$ cat src/tss_pkg.sv
// tss_pkg: shared constants for the trigger state sequencer
// assumes one sample per system clock; all configuration arrives as plain ports
package tss_pkg;

  // timing
  localparam longint CLK_HZ         = 20_000_000;
  localparam longint CNT_CLK_MAX_HZ = 250_000_000;
  localparam longint TIMER_MAX_S    = 2_000_000;
  localparam longint TIMER_MAX_CYC  = TIMER_MAX_S * CLK_HZ;

  // counter / timer pairs
  localparam int CT_W = 51;
  localparam int NCT  = 2;

  // internal system signals
  localparam int NSIG  = 4;
  localparam int SIG_W = 2;

  // resource budget
  localparam int              RES_MAX   = 16;
  localparam int              RS_W      = 6;
  localparam logic [RS_W-1:0] RES_ONE   = 6'h01;
  localparam logic [RS_W-1:0] RES_RANGE = 6'h03;

  // event index codes
  localparam int         EV_W      = 4;
  localparam int         NEV       = 16;
  localparam logic [3:0] EV_ANY    = 4'h0;
  localparam logic [3:0] EV_NONE   = 4'h1;
  localparam logic [3:0] EV_WORD   = 4'h2;
  localparam logic [3:0] EV_GEQ    = 4'h3;
  localparam logic [3:0] EV_GRNG   = 4'h4;
  localparam logic [3:0] EV_GCHG   = 4'h5;
  localparam logic [3:0] EV_CVAL   = 4'h6;
  localparam logic [3:0] EV_CCHG   = 4'h7;
  localparam logic [3:0] EV_TRANS  = 4'h8;
  localparam logic [3:0] EV_GLITCH = 4'h9;
  localparam logic [3:0] EV_SH     = 4'ha;
  localparam logic [3:0] EV_CT0    = 4'hb;
  localparam logic [3:0] EV_SIG    = 4'hd;

  // range recognizer operators
  localparam logic [2:0] RNG_LT  = 3'h0;
  localparam logic [2:0] RNG_LE  = 3'h1;
  localparam logic [2:0] RNG_GE  = 3'h2;
  localparam logic [2:0] RNG_GT  = 3'h3;
  localparam logic [2:0] RNG_IN  = 3'h4;
  localparam logic [2:0] RNG_OUT = 3'h5;

  // counter / timer actions
  localparam int         OP_W     = 3;
  localparam logic [2:0] CT_NOP   = 3'h0;
  localparam logic [2:0] CT_START = 3'h1;
  localparam logic [2:0] CT_STOP  = 3'h2;
  localparam logic [2:0] CT_RESET = 3'h3;
  localparam logic [2:0] CT_CLEAR = 3'h4;

  // clause word layout
  localparam int CL_A     = 0;
  localparam int CL_A_NEG = 4;
  localparam int CL_B     = 5;
  localparam int CL_B_NEG = 9;
  localparam int CL_OR    = 10;
  localparam int CL_GO    = 11;
  localparam int CL_TGT   = 12;
  localparam int TGT_W    = 3;
  localparam int CL_TRIG  = 15;
  localparam int CL_OP    = 16;
  localparam int CLW      = 22;

  // run control, gray coded
  typedef enum logic [1:0] {
    RUN_IDLE = 2'b00,
    RUN_GO   = 2'b01,
    RUN_HALT = 2'b11
  } tss_run_e;

endpackage : tss_pkg

$ cat src/tss_ct_unit.sv
// tss_ct_unit: one shared counter/timer, 51 bits, saturating
// assumes op is a one-cycle action code from the sequencer and the reset is synchronised
`timescale 1ns/1ps
module tss_ct_unit import tss_pkg::*; #(
  parameter int W = CT_W
) (
  // clock and reset
  input  wire logic         clk_in,
  input  wire logic         rst_n_in,
  // control
  input  wire logic [2:0]   op_in,
  input  wire logic         timer_in,
  input  wire logic         cnt_ev_in,
  input  wire logic         gt_in,
  input  wire logic [W-1:0] lim_in,
  // compare result
  output logic              hit_out
);

  // a timer narrower than the longest time would saturate early
  if ((W > 62) || ((64'h1 << W) <= TIMER_MAX_CYC)) begin : g_bad_w
    $error("tss_ct_unit: W cannot hold the longest timer span");
  end

  logic         run_r, run_nxt;
  logic [W-1:0] val_r, val_nxt;

  // next value: count first, then the action overrides
  always_comb begin
    run_nxt = run_r;
    val_nxt = val_r;
    // saturate rather than wrap so a long span never looks short
    if (run_r && (timer_in || cnt_ev_in) && (val_r != '1)) begin
      val_nxt = val_r + W'(1);
    end
    unique case (op_in)
      CT_START: run_nxt = 1'b1;
      CT_STOP:  run_nxt = 1'b0;
      CT_RESET: val_nxt = '0;
      CT_CLEAR: begin
        val_nxt = '0;
        run_nxt = 1'b0;
      end
      default: ;
    endcase
  end

  always_ff @(posedge clk_in or negedge rst_n_in) begin
    if (!rst_n_in) begin
      run_r <= 1'b0;
      val_r <= '0;
    end else begin
      run_r <= run_nxt;
      val_r <= val_nxt;
    end
  end

  assign hit_out = gt_in ? (val_r > lim_in) : (val_r <= lim_in);

  a_clear_zeroes: assert property (@(posedge clk_in) disable iff (!rst_n_in)
    (op_in == CT_CLEAR) |=> (val_r == '0) && !run_r)
    else $error("clear did not zero and stop the unit");

  a_stopped_holds: assert property (@(posedge clk_in) disable iff (!rst_n_in)
    (!run_r && (op_in == CT_NOP)) |=> $stable(val_r) && !run_r)
    else $error("stopped unit changed value");

endmodule : tss_ct_unit

$ cat src/tss_trig_seq.sv
// tss_trig_seq: recognizers and state sequencer of an acquisition trigger
// assumes inputs synchronous to clk_sys_in, one sample per clock, config static while running
`timescale 1ns/1ps
// What this block does
// - word event compares all groups, one resource
// - group event: value, range or change
// - range six operators, three resources per group
// - group word equality, one resource per group
// - one change detector, barred under transitional storage
// - channel event tests level or change
// - transition event occurs or not, one resource
// - glitch only with internal clock
// - setup-hold fault only with external clock
// - at most sixteen resources, counters excluded
// - two 51-bit counters, two compare modes
// - two 51-bit timers up to two million seconds
// - counter and timer share one unit
// - one signal event from four system signals
// - always-true, no resource, not in OR
// - always-false, no resource, OR filler
// - clause combines events and runs actions
// - one go-to per clause changes state
// - clauses start, stop, reset, clear units
module tss_trig_seq import tss_pkg::*; #(
  parameter int NG  = 4,
  parameter int GW  = 8,
  parameter int NST = 8,
  parameter int NCL = 2
) (
  // clock and reset
  input  wire logic                      clk_sys_in,
  input  wire logic                      rst_n_in,
  // probed channels and front-end flags
  input  wire logic [NG*GW-1:0]          chan_in,
  input  wire logic [NG-1:0]             glitch_in,
  input  wire logic [NG-1:0]             sh_fault_in,
  input  wire logic [NSIG-1:0]           sys_sig_in,
  // run and clock mode
  input  wire logic                      run_in,
  input  wire logic                      clk_internal_in,
  input  wire logic                      store_trans_in,
  // word and group recognizers
  input  wire logic [NG*GW-1:0]          word_val_in,
  input  wire logic [NG*GW-1:0]          word_mask_in,
  input  wire logic [NG-1:0]             geq_mask_in,
  input  wire logic [GW-1:0]             geq_val_in,
  input  wire logic [NG-1:0]             rng_mask_in,
  input  wire logic [2:0]                rng_op_in,
  input  wire logic [GW-1:0]             rng_lo_in,
  input  wire logic [GW-1:0]             rng_hi_in,
  input  wire logic [NG-1:0]             chg_mask_in,
  // channel, transition, glitch, fault, signal
  input  wire logic [$clog2(NG*GW)-1:0]  chan_sel_in,
  input  wire logic                      chan_val_in,
  input  wire logic [NG*GW-1:0]          trans_mask_in,
  input  wire logic [NG*GW-1:0]          trans_from_in,
  input  wire logic [NG*GW-1:0]          trans_to_in,
  input  wire logic [NG-1:0]             glitch_mask_in,
  input  wire logic [NG-1:0]             sh_mask_in,
  input  wire logic [SIG_W-1:0]          sig_sel_in,
  // counter / timer units
  input  wire logic [NCT-1:0]            ct_timer_in,
  input  wire logic [NCT-1:0]            ct_gt_in,
  input  wire logic [NCT*EV_W-1:0]       ct_src_in,
  input  wire logic [NCT*CT_W-1:0]       ct_lim_in,
  // clause program
  input  wire logic [NST*NCL*CLW-1:0]    clause_cfg_in,
  // status
  output logic [TGT_W-1:0]               state_out,
  output logic                           trigger_out,
  output logic [NCL-1:0]                 clause_hit_out,
  output logic [RS_W-1:0]                res_used_out,
  output logic                           cfg_err_out,
  output logic                           running_out
);

  localparam int CH = NG * GW;

  if ((NST < 2) || (NST > (1 << TGT_W)) || (NCL < 1) || (GW < 1) || (NG < 1)
      || (NG > 4) || (CLK_HZ > CNT_CLK_MAX_HZ)) begin : g_bad_cfg
    $error("tss_trig_seq: parameters outside what the logic serves");
  end

  // reset release through two flops
  logic rst_s1_r, rst_s2_r, rst_n;
  always_ff @(posedge clk_sys_in or negedge rst_n_in) begin
    if (!rst_n_in) begin
      rst_s1_r <= 1'b0;
      rst_s2_r <= 1'b0;
    end else begin
      rst_s1_r <= 1'b1;
      rst_s2_r <= rst_s1_r;
    end
  end
  assign rst_n = rst_s2_r;

  // range test for one group value
  function automatic logic rng_ok(input logic [GW-1:0] v, input logic [2:0] op,
                                  input logic [GW-1:0] lo, input logic [GW-1:0] hi);
    logic inr;
    inr = (v >= lo) && (v <= hi);
    unique case (op)
      RNG_LT:  rng_ok = v < lo;
      RNG_LE:  rng_ok = v <= lo;
      RNG_GE:  rng_ok = v >= lo;
      RNG_GT:  rng_ok = v > lo;
      RNG_IN:  rng_ok = inr;
      RNG_OUT: rng_ok = !inr;
      default: rng_ok = 1'b0;
    endcase
  endfunction : rng_ok

  logic [CH-1:0]   prev_r;
  logic [NEV-1:0]  ev;
  logic [NCT-1:0]  ct_hit;
  logic            eq_all, rng_all, chg_any;

  // recognizer evaluation on the current sample
  always_comb begin
    eq_all  = |geq_mask_in;
    rng_all = |rng_mask_in;
    chg_any = 1'b0;
    for (int i = 0; i < NG; i++) begin
      if (geq_mask_in[i] && (chan_in[i*GW +: GW] != geq_val_in)) eq_all = 1'b0;
      if (rng_mask_in[i] && !rng_ok(chan_in[i*GW +: GW], rng_op_in, rng_lo_in, rng_hi_in)) begin
        rng_all = 1'b0;
      end
      if (chg_mask_in[i] && (chan_in[i*GW +: GW] != prev_r[i*GW +: GW])) chg_any = 1'b1;
    end
    ev = '0;
    ev[EV_ANY] = 1'b1;
    ev[EV_NONE] = 1'b0;
    ev[EV_WORD] = ((chan_in ^ word_val_in) & word_mask_in) == '0;
    ev[EV_GEQ]  = eq_all;
    ev[EV_GRNG] = rng_all;
    ev[EV_GCHG] = chg_any;
    ev[EV_CVAL] = chan_in[chan_sel_in] == chan_val_in;
    ev[EV_CCHG] = chan_in[chan_sel_in] != prev_r[chan_sel_in];
    // every masked bit made its transition
    ev[EV_TRANS] = (|trans_mask_in) && ((trans_mask_in &
                   ((prev_r ^ trans_from_in) | (chan_in ^ trans_to_in))) == '0);
    ev[EV_GLITCH] = clk_internal_in && |(glitch_in & glitch_mask_in);
    ev[EV_SH] = !clk_internal_in && |(sh_fault_in & sh_mask_in);
    for (int k = 0; k < NCT; k++) ev[EV_CT0 + k] = ct_hit[k];
    ev[EV_SIG] = sys_sig_in[sig_sel_in];
  end

  logic [NEV-1:0]  used;
  logic [RS_W-1:0] res_sum;
  logic            or_any_err, tgt_err, cfg_err;
  logic [CLW-1:0]  cw;

  // resource usage over the whole program
  always_comb begin
    used       = '0;
    or_any_err = 1'b0;
    tgt_err    = 1'b0;
    cw         = '0;
    for (int c = 0; c < NST * NCL; c++) begin
      cw = clause_cfg_in[c*CLW +: CLW];
      used[cw[CL_A +: EV_W]] = 1'b1;
      used[cw[CL_B +: EV_W]] = 1'b1;
      if (cw[CL_OR] && ((cw[CL_A +: EV_W] == EV_ANY) || (cw[CL_B +: EV_W] == EV_ANY))) begin
        or_any_err = 1'b1;
      end
      if (cw[CL_GO] && (int'(cw[CL_TGT +: TGT_W]) >= NST)) tgt_err = 1'b1;
    end
    for (int k = 0; k < NCT; k++) used[ct_src_in[k*EV_W +: EV_W]] = 1'b1;
    res_sum = '0;
    for (int e = 0; e < NEV; e++) begin
      if (used[e] && (e >= int'(EV_WORD)) && (e < int'(EV_CT0))
          && (e != int'(EV_GEQ)) && (e != int'(EV_GRNG))) begin
        res_sum = res_sum + RES_ONE;
      end
    end
    res_sum = res_sum + (used[EV_SIG] ? RES_ONE : '0);
    for (int i = 0; i < NG; i++) begin
      if (used[EV_GEQ] && geq_mask_in[i]) res_sum = res_sum + RES_ONE;
      if (used[EV_GRNG] && rng_mask_in[i]) res_sum = res_sum + RES_RANGE;
    end
    cfg_err = or_any_err || tgt_err || (int'(res_sum) > RES_MAX)
              || (used[EV_GCHG] && used[EV_CCHG])
              || (store_trans_in && (used[EV_GCHG] || used[EV_CCHG]))
              || (used[EV_GLITCH] && !clk_internal_in)
              || (used[EV_SH] && clk_internal_in);
  end

  tss_run_e         run_r, run_nxt;
  logic [TGT_W-1:0] state_r, state_nxt;
  logic             trig_r, trig_nxt;
  logic [NCL-1:0]   hit, hit_r;
  logic [OP_W-1:0]  ct_op [NCT];
  logic             go_seen;
  logic [CLW-1:0]   sc;
  logic             ea, eb;

  // run control
  always_comb begin
    run_nxt = run_r;
    unique case (run_r)
      RUN_IDLE: if (run_in && !cfg_err) run_nxt = RUN_GO;
      RUN_GO:   if (!run_in) run_nxt = RUN_IDLE; else if (cfg_err) run_nxt = RUN_HALT;
      RUN_HALT: if (!run_in) run_nxt = RUN_IDLE;
      default:  run_nxt = RUN_IDLE;
    endcase
  end

  // clause evaluation in the current state
  always_comb begin
    state_nxt = state_r;
    trig_nxt  = 1'b0;
    hit       = '0;
    go_seen   = 1'b0;
    sc        = '0;
    ea        = 1'b0;
    eb        = 1'b0;
    for (int k = 0; k < NCT; k++) ct_op[k] = (run_r == RUN_GO) ? CT_NOP : CT_CLEAR;
    if (run_r != RUN_GO) begin
      // sequencer parks in the first state
      state_nxt = '0;
    end else begin
      for (int c = 0; c < NCL; c++) begin
        sc = clause_cfg_in[(int'(state_r) * NCL + c) * CLW +: CLW];
        ea = ev[sc[CL_A +: EV_W]] ^ sc[CL_A_NEG];
        eb = ev[sc[CL_B +: EV_W]] ^ sc[CL_B_NEG];
        hit[c] = sc[CL_OR] ? (ea || eb) : (ea && eb);
        if (hit[c]) begin
          if (sc[CL_TRIG]) trig_nxt = 1'b1;
          if (sc[CL_GO] && !go_seen) begin
            state_nxt = sc[CL_TGT +: TGT_W];
            go_seen   = 1'b1;
          end
          for (int k = 0; k < NCT; k++) begin
            if ((ct_op[k] == CT_NOP) && (sc[CL_OP + k*OP_W +: OP_W] != CT_NOP)) begin
              ct_op[k] = sc[CL_OP + k*OP_W +: OP_W];
            end
          end
        end
      end
    end
  end

  for (genvar k = 0; k < NCT; k++) begin : g_ct
    tss_ct_unit #(.W(CT_W)) u_ct (
      .clk_in    (clk_sys_in),
      .rst_n_in  (rst_n),
      .op_in     (ct_op[k]),
      .timer_in  (ct_timer_in[k]),
      .cnt_ev_in (!ct_timer_in[k] && ev[ct_src_in[k*EV_W +: EV_W]]),
      .gt_in     (ct_gt_in[k]),
      .lim_in    (ct_lim_in[k*CT_W +: CT_W]),
      .hit_out   (ct_hit[k])
    );
  end

  // registers move on the sample edge
  always_ff @(posedge clk_sys_in or negedge rst_n) begin
    if (!rst_n) begin
      run_r        <= RUN_IDLE;
      state_r      <= '0;
      trig_r       <= 1'b0;
      hit_r        <= '0;
      prev_r       <= '0;
      res_used_out <= '0;
      cfg_err_out  <= 1'b0;
      running_out  <= 1'b0;
    end else begin
      run_r        <= run_nxt;
      state_r      <= state_nxt;
      trig_r       <= trig_nxt;
      hit_r        <= hit;
      prev_r       <= chan_in;
      res_used_out <= res_sum;
      cfg_err_out  <= cfg_err;
      running_out  <= run_nxt == RUN_GO;
    end
  end

  assign state_out      = state_r;
  assign trigger_out    = trig_r;
  assign clause_hit_out = hit_r;

  a_idle_parks: assert property (@(posedge clk_sys_in) disable iff (!rst_n)
    (run_r != RUN_GO) |=> (state_out == '0) && !trigger_out)
    else $error("state moved while not running");
  a_no_hit_hold: assert property (@(posedge clk_sys_in) disable iff (!rst_n)
    (run_r == RUN_GO && hit == '0) |=> $stable(state_out) && (clause_hit_out == '0))
    else $error("state changed with no clause true");
  a_glitch_sync: assert property (@(posedge clk_sys_in) disable iff (!rst_n)
    (used[EV_GLITCH] && !clk_internal_in) |=> cfg_err_out)
    else $error("glitch with external clock not flagged");
  a_sh_async: assert property (@(posedge clk_sys_in) disable iff (!rst_n)
    (used[EV_SH] && clk_internal_in) |=> cfg_err_out)
    else $error("setup-hold with internal clock not flagged");
  a_chg_trans: assert property (@(posedge clk_sys_in) disable iff (!rst_n)
    (store_trans_in && (used[EV_GCHG] || used[EV_CCHG])) |=> cfg_err_out)
    else $error("change detector under transitional storage not flagged");
  a_res_budget: assert property (@(posedge clk_sys_in) disable iff (!rst_n)
    (int'(res_sum) > RES_MAX) |=> cfg_err_out && (int'(res_used_out) > RES_MAX))
    else $error("resource overrun not flagged");
  a_any_or: assert property (@(posedge clk_sys_in) disable iff (!rst_n)
    or_any_err |=> cfg_err_out ##1 (run_r != RUN_GO || cfg_err))
    else $error("always-true in OR not flagged");
  a_trig_cause: assert property (@(posedge clk_sys_in) disable iff (!rst_n)
    trigger_out |-> $past(run_r) == RUN_GO && $past(hit) != '0)
    else $error("trigger without a true clause");

endmodule : tss_trig_seq

$ cat config.mk
export PLATFORM = sky130hd
export DESIGN_NAME = tss_trig_seq
export DESIGN_NICKNAME = d
export VERILOG_FILES = /design/src/tss_pkg.sv /design/src/tss_ct_unit.sv /design/src/tss_trig_seq.sv
export SDC_FILE = /design/constraint.sdc
export NUM_CORES = 1
export LEC_CHECK = 0
export BUFFER_PORTS_ARGS = -buffer_cell sky130_fd_sc_hd__buf_2
export CORE_AREA = 2 2 290 292
export CTS_CLUSTER_SIZE = 30
export DETAILED_ROUTE_END_ITERATION = 7
export DIE_AREA = 0 0 292 294
export PLACE_DENSITY = 0.55
export SYNTH_ARGS = -nofsm -noshare
export SYNTH_HDL_FRONTEND = slang
export SYNTH_SLANG_ARGS = --single-unit
$ cat constraint.sdc
create_clock -name clk_sys_in -period 5.9 [get_ports clk_sys_in]
set_input_delay 0.885 -clock clk_sys_in [delete_from_list [all_inputs] [get_ports clk_sys_in]]
set_output_delay 0.885 -clock clk_sys_in [all_outputs]
set_load 0.05 [all_outputs]
**After elaboration in Yosys (flattened, before gate mapping)**

Index checks and enable logic that the tools add are counted.

- $add $sub $neg: 18
- Magnitude comparators: 99
- Reduce and logical (&&, ||, !) cells: 190
- $mul: 2
- Bitwise logic cells: 45
- Equality and inequality tests: 29
- Divide/modulo/power cells: 0
- Shifts and indexed selects: 2
- Multiplexer cells: 172

Operators with widths:

| operator | count |
|---|---|
| OR 14 bit | 33 |
| indexed part select 352 x 10 -> 22 bit | 1 |
| indexed part select 352 x 11 -> 22 bit | 1 |
| two-way mux 51 bit | 4 |
| < comparator 4 x 5 -> 1 bit (second input constant) | 38 |
| demux 1 bit (select 4 bit) | 34 |
| >= comparator 4 x 1 -> 1 bit (second input constant) | 34 |
| logical NOT 4 bit | 32 |
| two-way mux 6 bit | 18 |
| adder 51 x 1 -> 51 bit (second input constant) | 2 |
| > comparator 51 bit | 2 |
| less-or-equal comparator 51 bit | 2 |
| inequality test 51 bit (second input constant) | 2 |
| bitwise XOR 32 bit | 3 |
| logical AND 1 bit | 95 |
| two-way mux 1 bit | 85 |
| AND 32 bit | 2 |
| less-or-equal comparator 8 bit | 8 |
| logical NOT 32 bit | 2 |
| inequality test 8 bit | 8 |
| adder 6 x 1 -> 6 bit (second input constant) | 10 |
| >= comparator 8 bit | 4 |
| > comparator 8 bit | 4 |
| < comparator 8 bit | 4 |
| 36 further kinds | 129 |

- Register bits after elaboration: 154
- Output and inout bits: 14
- Bits in read-only memories: 0
- Memories: 0
- Bits in writable memories: 0
- Bits in latches: 0

**Depth between registers and ports, before layout**

Gate-level depths: netlist of run 1.

- Word-level depth: 78
- Mapped depth: 49

**Cells and area by module**

Synthesis of run 1 repeated with hierarchy kept, for this count alone.

- Cell total of the unflattened synthesis: 2883
- Area total of the unflattened synthesis: 24342.1 um^2

By module, submodules not included:

| module | instances | area an instance (um^2) | cells an instance |
|---|---|---|---|
| tss_trig_seq | 1 | 16144.2 | 1923 |
| tss_ct_unit | 2 | 4098.9 | 480 |

**Least setup slack after synthesis of run 1**

Ideal clock, no wire load.

- Path type: input -> register
- From: input port ct_src_in[5]
- To: register running_out
- Library setup time: 0.068 ns
- Stages on the path: 47
- Data arrival time: 10.651 ns
- Path buffers: 1
- Slack: -4.818 ns
- Cell sequence: clkbuf_1 > nor2b_1 > and3_1 > nor4_1 > nand4_1 > or3_1 > inv_1 > ha_1 > xnor2_2 > ha_1 > mux2_2 > ha_1 > a22o_1 > or2_2 > ha_1 > nand2_1 > nand2_1 > ha_1 > (+11 left out) > mux2i_1 > ha_1 > nor2_1 > a31oi_1 > nand2_1 > ha_1 > or2_2 > xnor2_1 > xnor2_1 > xnor2_2 > xnor2_1 > o31ai_1 > nand2b_2 > xnor2_2 > xnor2_2 > o41ai_2 > and3b_1 > and4_1

- Longest elaborated chain between the ends: 46
- Elaborated cells on any way between the ends: 63
- Those cells by class: add/sub: 15; order compare: 3; eq/ne: 1; mux: 22; bitwise: 1; reduce/logical: 21

Ends and longest elaborated chain:

| element | RTL line | source |
|---|---|---|
| start: declaration | tss_trig_seq.sv:64 | `input wire logic [NCT*EV_W-1:0] ct_src_in,` |
| < comparator 4 x 5 -> 1 bit (not written as such) or >= comparator 4 x 1 -> 1 bit (tied branches) | tss_trig_seq.sv:168 | `for (int k = 0; k < NCT; k++) used[ct_src_in[k*EV_W +: EV_W]] = 1'b1;` |
| logical AND 1 bit (not written as such) | tss_trig_seq.sv:168 |  |
| two-way mux 1 bit (not written as such) | tss_trig_seq.sv:168 |  |
| demux 1 bit (select 4 bit) (*) | tss_trig_seq.sv:168 |  |
| OR 14 bit (no line) (*) | - |  |
| two-way mux 1 bit | tss_trig_seq.sv:171 | `if (used[e] && (e >= int'(EV_WORD)) && (e < int'(EV_CT0))` |
| adder 6 x 1 -> 6 bit | tss_trig_seq.sv:173 | `res_sum = res_sum + RES_ONE;` |
| two-way mux 6 bit | tss_trig_seq.sv:171 |  |
| (+27 left out) | - |  |
| via res_sum[3] | tss_trig_seq.sv:149 | `logic [RS_W-1:0] res_sum;` |
| (+3 left out) | - |  |
| logical OR 1 bit (*) | tss_trig_seq.sv:183 | `\|\| (store_trans_in && (used[EV_GCHG] \|\| used[EV_CCHG]))` |
| logical OR 1 bit (*) | tss_trig_seq.sv:184 | `\|\| (used[EV_GLITCH] && !clk_internal_in)` |
| logical OR 1 bit (*) | tss_trig_seq.sv:185 | `\|\| (used[EV_SH] && clk_internal_in);` |
| logical NOT 1 bit | tss_trig_seq.sv:201 | `RUN_IDLE: if (run_in && !cfg_err) run_nxt = RUN_GO;` |
| logical AND 1 bit | tss_trig_seq.sv:201 |  |
| two-way mux 2 bit | tss_trig_seq.sv:201 |  |
| one-hot mux 2 bit (3 select lines) (*) | tss_trig_seq.sv:200 | `unique case (run_r)` |
| equality test 2 x 1 -> 1 bit (*) | tss_trig_seq.sv:275 | `running_out <= run_nxt == RUN_GO;` |
| end signal: assignment | tss_trig_seq.sv:266 | `running_out <= 1'b0;` |
| end signal: assignment | tss_trig_seq.sv:275 |  |
| end: declaration | tss_trig_seq.sv:74 | `output logic running_out` |

The timed path passes the listed nets; every way through them passes the cells marked *.
A chain may end at the register's enable or synchronous reset.

**Worst setup path after layout of run 1**

- From: input port clause_cfg_in[2]
- To: register run_r[0]

- Longest elaborated chain between the ends: 77
- Elaborated cells on any way between the ends: 113
- Those cells by class: add/sub: 15; order compare: 3; mux: 38; bitwise: 33; reduce/logical: 24

Ends and longest elaborated chain:

| element | RTL line | source |
|---|---|---|
| start: declaration | tss_trig_seq.sv:67 | `input wire logic [NST*NCL*CLW-1:0] clause_cfg_in,` |
| < comparator 4 x 5 -> 1 bit (not written as such) or >= comparator 4 x 1 -> 1 bit (tied branches) | tss_trig_seq.sv:161 | `used[cw[CL_A +: EV_W]] = 1'b1;` |
| logical AND 1 bit (not written as such) | tss_trig_seq.sv:161 |  |
| two-way mux 1 bit (not written as such) | tss_trig_seq.sv:161 |  |
| demux 1 bit (select 4 bit) (*) | tss_trig_seq.sv:161 |  |
| OR 14 bit (no line) (*) (33 in a row) | - |  |
| two-way mux 1 bit | tss_trig_seq.sv:171 |  |
| adder 6 x 1 -> 6 bit | tss_trig_seq.sv:173 |  |
| two-way mux 6 bit | tss_trig_seq.sv:171 |  |
| (+27 left out) | - |  |
| via res_sum[4] | tss_trig_seq.sv:149 |  |
| (+3 left out) | - |  |
| logical OR 1 bit (*) | tss_trig_seq.sv:183 |  |
| logical OR 1 bit (*) | tss_trig_seq.sv:184 |  |
| logical OR 1 bit (*) | tss_trig_seq.sv:185 |  |
| logical NOT 1 bit | tss_trig_seq.sv:201 |  |
| logical AND 1 bit | tss_trig_seq.sv:201 |  |
| two-way mux 2 bit | tss_trig_seq.sv:201 |  |
| one-hot mux 2 bit (3 select lines) (*) | tss_trig_seq.sv:200 |  |
| via run_nxt[0] | tss_trig_seq.sv:188 | `tss_run_e run_r, run_nxt;` |
| end signal: assignment | tss_trig_seq.sv:268 | `run_r <= run_nxt;` |
| end: declaration | tss_trig_seq.sv:188 |  |

Marks and branches as above.

==> reports/qor.csv, run 1 <==
stage;metric;value;unit
outcome;status;finished, violations left;
outcome;failing checks;negative setup slack;
worst_setup_path;reg-to-reg endpoint;g_ct[1].u_ct.val_r[39]$_DFFE_PN0P_;
placement;Post-DP HPWL;112000;um
floorplanning;initial core utilization;0.298;
global_route;largest net degree at the start of global routing;128;
global_route;first-pass GRT wire length;193000;um
clocking;clk buf depth;2;
floorplanning;FP Rows;106;
yosys;prevailing post-synth register cell;dfrtp_1;
floorplanning;I/O pin cnt;744;
yosys;Post-synth ARST share;1.00;
worst_setup_path;critical path data required time;6330;ps
floorplanning;core area;82900;um2
power;PwrDens;377;nW/um2
route;vias;29000;
power;VDD IR max;1.64;mV
power;Leak;0.0156;uW
route;drc violations;0;
route;Vias/cell;5.76;
sta;hold slack;173;ps
clocking;H-tree depth;4;
worst_setup_path;Crit Path Max Fanout;11;
global_route;all-layer global routing usage;0.305;
global_route;aggregate global routing overflow;0;
yosys;post-synthesis sequential area ratio;0.156;
sta;Setup Skew;23.4;ps
power;share of total power in combinational logic;0.822;
floorplanning;width of the die;292;um
clocking;CTS Root Cell;clkbuf_16;
route;drt pass-1 iters;5;
power;Overall Power;13000;uW
sta;fin. max-slew vios;0;
yosys;number of synthesized flops with an enable pin;0;
clocking;clock slew seen by the registers of the worst setup and hold paths;80;ps
worst_setup_path;slowest stage cell on the critical path;nor4bb_2;
global_route;initial antenna violation count;13;
worst_setup_path;most used cell along the critical path;ha_4;
placement;Area after DPL;33200;um2
cells_and_area;Fillers;8422;
placement;gpl congestion;1.07;
cells_and_area;share of layout cells above drive strength 1;0.413;
yosys;Syn Area/Cell;8.68;um2
floorplanning;Die Height;294;um
yosys;number of synthesis warnings;0;
clocking;clock sink count;154;
power;Psw;5560;uW
sta;crit path time final;9500;ps
route;Routed Antenna Nets;0;
global_route;vias in the first global route;28800;
yosys;Yosys reg bits;154;
sta;Setup WS post-layout;-3600;ps
sta;Worst-Margin Slew;1100;ps
worst_setup_path;nature of the critical path startpoint;primary input;
route;DR iter-0 viols;2525;
worst_setup_path;reg2reg path depth;19;
yosys;Post-Syn Nets;3760;
worst_setup_path;critical path class;in -> reg;
worst_setup_path;reg2reg start;g_ct[0].u_ct.val_r[12]$_DFFE_PN0P_;
min_path;worst hold path type;in -> async;
cells_and_area;Final Cell Area;34600;um2
power;Power Internal;7480;uW
route;WL/cell;26.9;um
clocking;CTS Hold Bufs;0;
placement;Port Buf Inserts;743;
run;max-cap check violation count;0;
worst_setup_path;Worst path top cell family by delay;adder cells;
floorplanning;DIE AREA;85800;um2
yosys;cell area after synthesis;24700;um2
worst_setup_path;Arrival @ worst endpoint;9930;ps
yosys;Unique masters post-synth;111;
clocking;worst skew pair latency;500;ps
clocking;CTS tree;done;
worst_setup_path;Buf/Inv on CP;5;
route;drt total wl;135000;um
power;Clock power frac;0.088;
sta;Tcrit/Tclk final;1.61;
sta;RSZ-0062 raised after global routing;yes;
yosys;Mapped Cells;2846;
sta;Peak Freq;105;MHz
power;Sw Ratio;0.426;
worst_setup_path;Worst path max stage delay;730;ps
sta;Setup violations, final;9;
cells_and_area;final net count;4853;
cells_and_area;Layout area overhead;40.1;%
worst_setup_path;r2r setup slk;590;ps
clocking;CTS buffer count;17;
sta;Hold Fails Final Rpt;0;
worst_setup_path;critical path endpoint category;flop;
power;Sequential Power Share;0.090;
sta;Slew Limit Headroom;0.259;
worst_setup_path;CP Launch Point;clause_cfg_in[2];
[state kept, by name, summed over array words and instances (netlist names)]
register         flops
rst_s1_r             1
rst_n                1
g_ct.u_ct.run_r      2
state_out            3
clause_hit_out       2
prev_r              32
run_r                2
cfg_err_out          1
res_used_out         6
running_out          1
trigger_out          1
g_ct.u_ct.val_r    102
[worst register-to-register path, stage by stage, from the launching register on]
cell and delay [ps]:
dfrtp_1 460, ha_1 340, nand4_1 170, nor4_1 550
nand4_1 220, nand2b_1 210, o211ai_1 140, nor3_1 70
a41oi_1 200, buf_4 190, a31oi_1 110, o221a_2 260
a41o_1 280, or3_1 390, a32o_1 320, and3_1 240
o311ai_1 360, o211ai_1 250, buf_4 280, a21oi_1 180
[layout by cell type, fill, tap and decap left out, types with 33 or more instances in the layout]
cell | Yosys | final
buf_4 | 10 | 542
mux2i_1 | 44 | 42
ha_1 | 184 | 173
nand2_1 | 102 | 97
nor2b_1 | 35 | 33
mux4_2 | 109 | 109
nand4b_1 | 57 | 57
o21ai_0 | 98 | 95
nand3_1 | 75 | 74
xnor2_1 | 155 | 150
nor4b_1 | 81 | 73
a21o_1 | 61 | 61
nor4bb_1 | 123 | 117
inv_1 | 195 | 193
nand4_1 | 108 | 108
xor2_1 | 133 | 132
buf_2 | 93 | 737
nor2_1 | 108 | 106
nor4_1 | 107 | 97
dfrtp_1 | 154 | 150
a21oi_1 | 117 | 114
nor3_1 | 90 | 87
[routing by layer]
layer	GRT usage	up-vias	part of all wire
met4	0.149	14	0.052
met2	0.498	1463	0.46
met3	0.0792	309	0.094
li1	-	13100	-
met1	0.374	14100	0.40
met5	0	-	0.00067
[layout make-up]
class | instances | area (um2) | share of cell area
Multi-Input combinational cell | 2260 | 19900 | 0.573
Timing Repair Buffer | 1311 | 8220 | 0.237
Sequential cell | 154 | 3870 | 0.112
Tap cell | 1080 | 1350 | 0.0390
Inverter | 195 | 732 | 0.0211
Clock buffer | 17 | 425 | 0.0123
Clock inverter | 15 | 175 | 0.00506
Antenna cell | 4 | 10.0 | 0.000289
[cell families after synthesis]
logic type               synth area share
AND/OR/NAND/NOR                     0.278
AO/OA/AOI/OAI                       0.148
buffers and inverters              0.0731
XOR/XNOR                            0.120
adder cells (fa/ha/maj)            0.0948
multiplexers                        0.131
flip-flops                          0.156
other                            0.000152
[stage by stage]
stage,worst slack [ps],util,std cells,TNS [ps]
floorplan,-3730,-,2846,-30000
detailed placement,-4370,0.400,4980,-37890
finish,-3600,0.418,5036,-29120
global placement,-4300,0.400,4980,-39280
global route,-4020,0.418,5035,-32510
CTS,-3540,0.413,5028,-28600
[power groups by stage]
stage                     logic (uW)  clock network [uW]  registers (uW)
after floorplan                 5690                   0            1260
after global placement          9530                   0            1190
after detailed placement        9540                   0            1190
after CTS                      10100                1190            1170
after global routing           11500                1220            1170
final                          10700                1150            1170
[Yosys cell counts, drive strengths merged, types with 92 or more instances]
master  number  share of area
a21oi      118          0.024
dfrtp      154           0.16
nand2      102          0.015
xnor2      165          0.063
inv        195          0.030
buf        115          0.025
nor4bb     123          0.050
nor3        92          0.019
ha         184          0.093
xor2       134          0.048
o21ai      105          0.021
clkbuf     122          0.019
mux4       110           0.10
nor2       108          0.016
nand4      109          0.028
nor4       110          0.029
[worst max path at each step]
stage                         endpoint  cells past startpoint
floorplan           run_r[0]$_DFF_PN0_                     45
global placement    run_r[0]$_DFF_PN0_                     49
detailed placement  run_r[0]$_DFF_PN0_                     51
CTS                 run_r[0]$_DFF_PN0_                     48
global route        run_r[0]$_DFF_PN0_                     50
finish              run_r[0]$_DFF_PN0_                     49
[timing repair]
item                                    CTS  global route
setup buffers                            21             9
endpoints found under the setup margin   10            22
pin swaps                                47            47
gates resized for setup                  65            58
cloned                                    0             0
No activity file was read; power rests on OpenSTA's default activity.
==> run 2, diff against run 1 <==
CORE_AREA = 2 2 288 290   (was 2 2 290 292)
DIE_AREA = 0 0 290 292   (was 0 0 292 294)
SYNTH_HIERARCHICAL = 1   (was not set)
clock period = 9.7 ns   (was 5.9 ns; I/O delays follow)
==> reports/qor.csv, run 2 <==
stage;metric;value;unit;change
yosys;Post-Syn Nets;3797;;+0.98%
clocking;CTS tree;done;;
route;vias;28500;;-1.7%
sta;Slew Limit Headroom;0.107;;-0.152
clocking;clk buf depth;2;;unchanged
floorplanning;DIE AREA;84700;um2;-1.4%
clocking;clock slew seen by the registers of the worst setup and hold paths;80;ps;about the same
route;Vias/cell;5.83;;+1.2%
worst_setup_path;critical path data required time;10050;ps;+3720 ps
sta;Tcrit/Tclk final;1.08;;
sta;Hold Fails Final Rpt;0;;unchanged
worst_setup_path;Worst path max stage delay;820;ps;+90 ps
yosys;cell area after synthesis;24300;um2;-1.5%
yosys;Mapped Cells;2883;;+1.3%
worst_setup_path;critical path class;in -> reg;;
worst_setup_path;Worst path top cell family by delay;adder cells;;
sta;Setup Skew;21.1;ps;-2.22 ps
placement;Post-DP HPWL;111000;um;-1.1%
yosys;Synth top area share;0.158;;+0.00238
cells_and_area;max reg flops;102;;unchanged
route;DR iter-0 viols;2629;;+4.1%
worst_setup_path;nature of the critical path startpoint;primary input;;
global_route;first-pass GRT wire length;192000;um;-0.55%
yosys;Syn Area/Cell;8.44;um2;-2.8%
yosys;Yosys reg bits;154;;unchanged
global_route;largest net degree at the start of global routing;61;;-52%
floorplanning;Die Height;292;um;-0.68%
min_path;worst hold path type;reg -> async;;
route;drt total wl;135000;um;-0.18%
yosys;prevailing post-synth register cell;dfrtp_1;;
run;max-cap check violation count;0;;unchanged
placement;gpl congestion;1.06;;-1.1%
global_route;aggregate global routing overflow;0;;unchanged
sta;Setup WS post-layout;-823;ps;+2770 ps
cells_and_area;final std cells w/o fill;4891;;-2.9%
clocking;worst skew pair latency;460;ps;-40 ps
route;WL/cell;27.6;um;+2.8%
cells_and_area;Fillers;8387;;-0.42%
outcome;failing checks;negative setup slack;;
floorplanning;width of the die;290;um;-0.68%
clocking;H-tree depth;4;;unchanged
power;VDD IR max;0.370;mV;-77%
clocking;CTS Hold Bufs;0;;unchanged
worst_setup_path;slowest stage cell on the critical path;nor4bb_2;;
route;drc violations;0;;unchanged
cells_and_area;share of layout cells above drive strength 1;0.367;;-0.0458
sta;hold slack;298;ps;+125 ps
route;drt pass-1 iters;6;;+1
sta;Setup violations, final;8;;-1
yosys;Unique masters post-synth;100;;-9.9%
cells_and_area;Layout area overhead;34.2;%;
cells_and_area;commonest non-fill, non-tap cell in the layout;buf_2;;
sta;Peak Freq;95.0;MHz;
yosys;number of synthesis warnings;6;;+6
worst_setup_path;critical path endpoint category;flop;;
route;Routed Antenna Nets;0;;unchanged
yosys;cell taking the most area after synthesis;dfrtp_1;;
floorplanning;initial core utilization;0.298;;about the same
global_route;initial antenna violation count;33;;+20
cells_and_area;Most flops, register;g_ct.u_ct/val_r;;
sta;fin. max-slew vios;0;;unchanged
yosys;number of synthesized flops with an enable pin;0;;unchanged
yosys;Post-synth top cells;clkbuf_1 (199), xor2_1 (188), ha_1 (184);;
sta;crit path time final;10520;ps;
yosys;top post-synthesis cells by area;dfrtp_1 (16%), mux4_2 (10%), ha_1 (9.5%);;
power;PwrDens;201;nW/um2;-47%
power;Leak;0.0146;uW;-6.3%
worst_setup_path;Crit Path Max Fanout;3;;-8
clocking;clock sink count;154;;unchanged
sta;RSZ-0062 raised after global routing;yes;;
cells_and_area;biggest regs;g_ct.u_ct/val_r (102), prev_r (32), res_used_out (6);;
worst_setup_path;Buf/Inv on CP;6;;+1
worst_setup_path;Arrival @ worst endpoint;10870;ps;+940 ps
sta;Worst-Margin Slew;1330;ps;+239 ps
yosys;post-synthesis sequential area ratio;0.158;;+0.00238
clocking;CTS Root Cell;clkbuf_16;;
global_route;all-layer global routing usage;0.308;;+0.00238
outcome;status;finished, violations left;;
clocking;CTS buffer count;17;;unchanged
worst_setup_path;most used cell along the critical path;ha_4;;
placement;Port Buf Inserts;743;;unchanged
cells_and_area;final net count;4701;;-3.1%
cells_and_area;commonest cells after routing, fill and taps aside;buf_2 (733), buf_4 (367), xor2_1 (187), ha_1 (174), nor2_1 (172);;
yosys;count leader, synth;clkbuf_1;;
floorplanning;core area;81600;um2;-1.6%
yosys;Post-synth ARST share;1.00;;unchanged
global_route;vias in the first global route;27800;;-3.2%
floorplanning;I/O pin cnt;744;;unchanged
floorplanning;FP Rows;105;;-0.94%
placement;Cells after DPL;4823;;-3.2%
-- run 2: cell count changes after synthesis, moves of 43 or more --
cell	previous run	this run
xor2_1	133	188
a21o_1	61	18
o21ai_0	98	143
xnor2_1	155	95
buf_2	93	13
clkbuf_1	121	199
nor3_1	90	43
nor2_1	108	178
nand2_1	102	169
-- run 2: path summary, 6_finish.rpt --
| path | from | slack, ps | to | depth (start not counted) |
|---|---|---|---|---|
| max in group asynchronous | rst_n$_DFF_PN0_ | 8140 | state_out[0]$_DFF_PN0_ | 1 |
| hold / removal | rst_n$_DFF_PN0_ | 300 | g_ct[1].u_ct/val_r[43]$_DFFE_PN0P_ | 0 |
| setup reg to reg | g_ct[0].u_ct/val_r[46]$_DFFE_PN0P_ | 2510 | g_ct[1].u_ct/val_r[25]$_DFFE_PN0P_ | 20 |
| setup / recovery | clause_cfg_in[50] | -820 | run_r[1]$_DFF_PN0_ | 55 |
| hold reg to reg | rst_n$_DFF_PN0_ | 300 | g_ct[1].u_ct/val_r[43]$_DFFE_PN0P_ | 0 |
| min in group clk_sys_in | rst_s1_r$_DFF_PN0_ | 360 | rst_n$_DFF_PN0_ | 0 |
-- run 2: final cells by class --
| class | count | area [um2] | area share |
|---|---|---|---|
| multi-input cells | 2335 | 19600 | 0.601 |
| clock buffers | 18 | 429 | 0.0131 |
| clock inverters | 14 | 145 | 0.00444 |
| diodes | 21 | 52.6 | 0.00161 |
| repair buffers | 1116 | 6600 | 0.202 |
| well taps | 1070 | 1340 | 0.0410 |
| inverters | 163 | 617 | 0.0189 |
| flip-flops and latches | 154 | 3860 | 0.118 |
-- run 2: worst register-to-register path, delay by kind of cell (launching register included) --
family / cells / cell delay (ps)
AO/OA/AOI/OAI: 7 / 1880
buffers and inverters: 1 / 430
adder cells (fa/ha/maj): 2 / 930
XOR/XNOR: 2 / 1230
flip-flops: 1 / 440
AND/OR/NAND/NOR: 8 / 2150
-- run 2: metrics by stage --
| stage | utilization | total power (uW) | setup slack [ps] | cell area [um2] | setup TNS, ps |
|---|---|---|---|---|---|
| floorplan | - | 3510 | -802 | 24700 | -3900 |
| global placement | 0.386 | 5390 | -1290 | 31500 | -8610 |
| detailed placement | 0.386 | 5410 | -1390 | 31500 | -9390 |
| CTS | 0.398 | 6370 | -614 | 32500 | -2880 |
| global route | 0.400 | 7040 | -1090 | 32700 | -6470 |
| finish | 0.400 | 6580 | -823 | 32700 | -4220 |
-- run 2: cell families (layout without fill, tap and decap cells) --
logic type	after synthesis	count (layout)	synth area share
AO/OA/AOI/OAI	487	487	0.131
XOR/XNOR	296	296	0.113
adder cells (fa/ha/maj)	187	187	0.0959
buffers and inverters	394	1311	0.0627
flip-flops	154	154	0.158
multiplexers	168	168	0.127
other	1	22	0.000154
AND/OR/NAND/NOR	1196	1196	0.311
-- run 2: where the power goes --
group,switching [uW],internal [uW]
Sequential,23.4,684
Clock,348,344
Combinational,2490,2690
Total,2860,3720
-- run 2: repair_timing --
item,4_1_cts,5_1_grt
pin swaps,20,15
buffers inserted,13,4
resized for setup,65,15
setup endpoints to repair,8,9
hold endpoints to repair,0,0
-- run 2: layer usage --
layer | track usage | vias up | wire (um)
met5 | 0 | - | 100
met4 | 0.138 | 16 | 6910
li1 | - | 12800 | -
met2 | 0.491 | 1550 | 60200
met1 | 0.383 | 13800 | 54400
met3 | 0.0918 | 288 | 13600
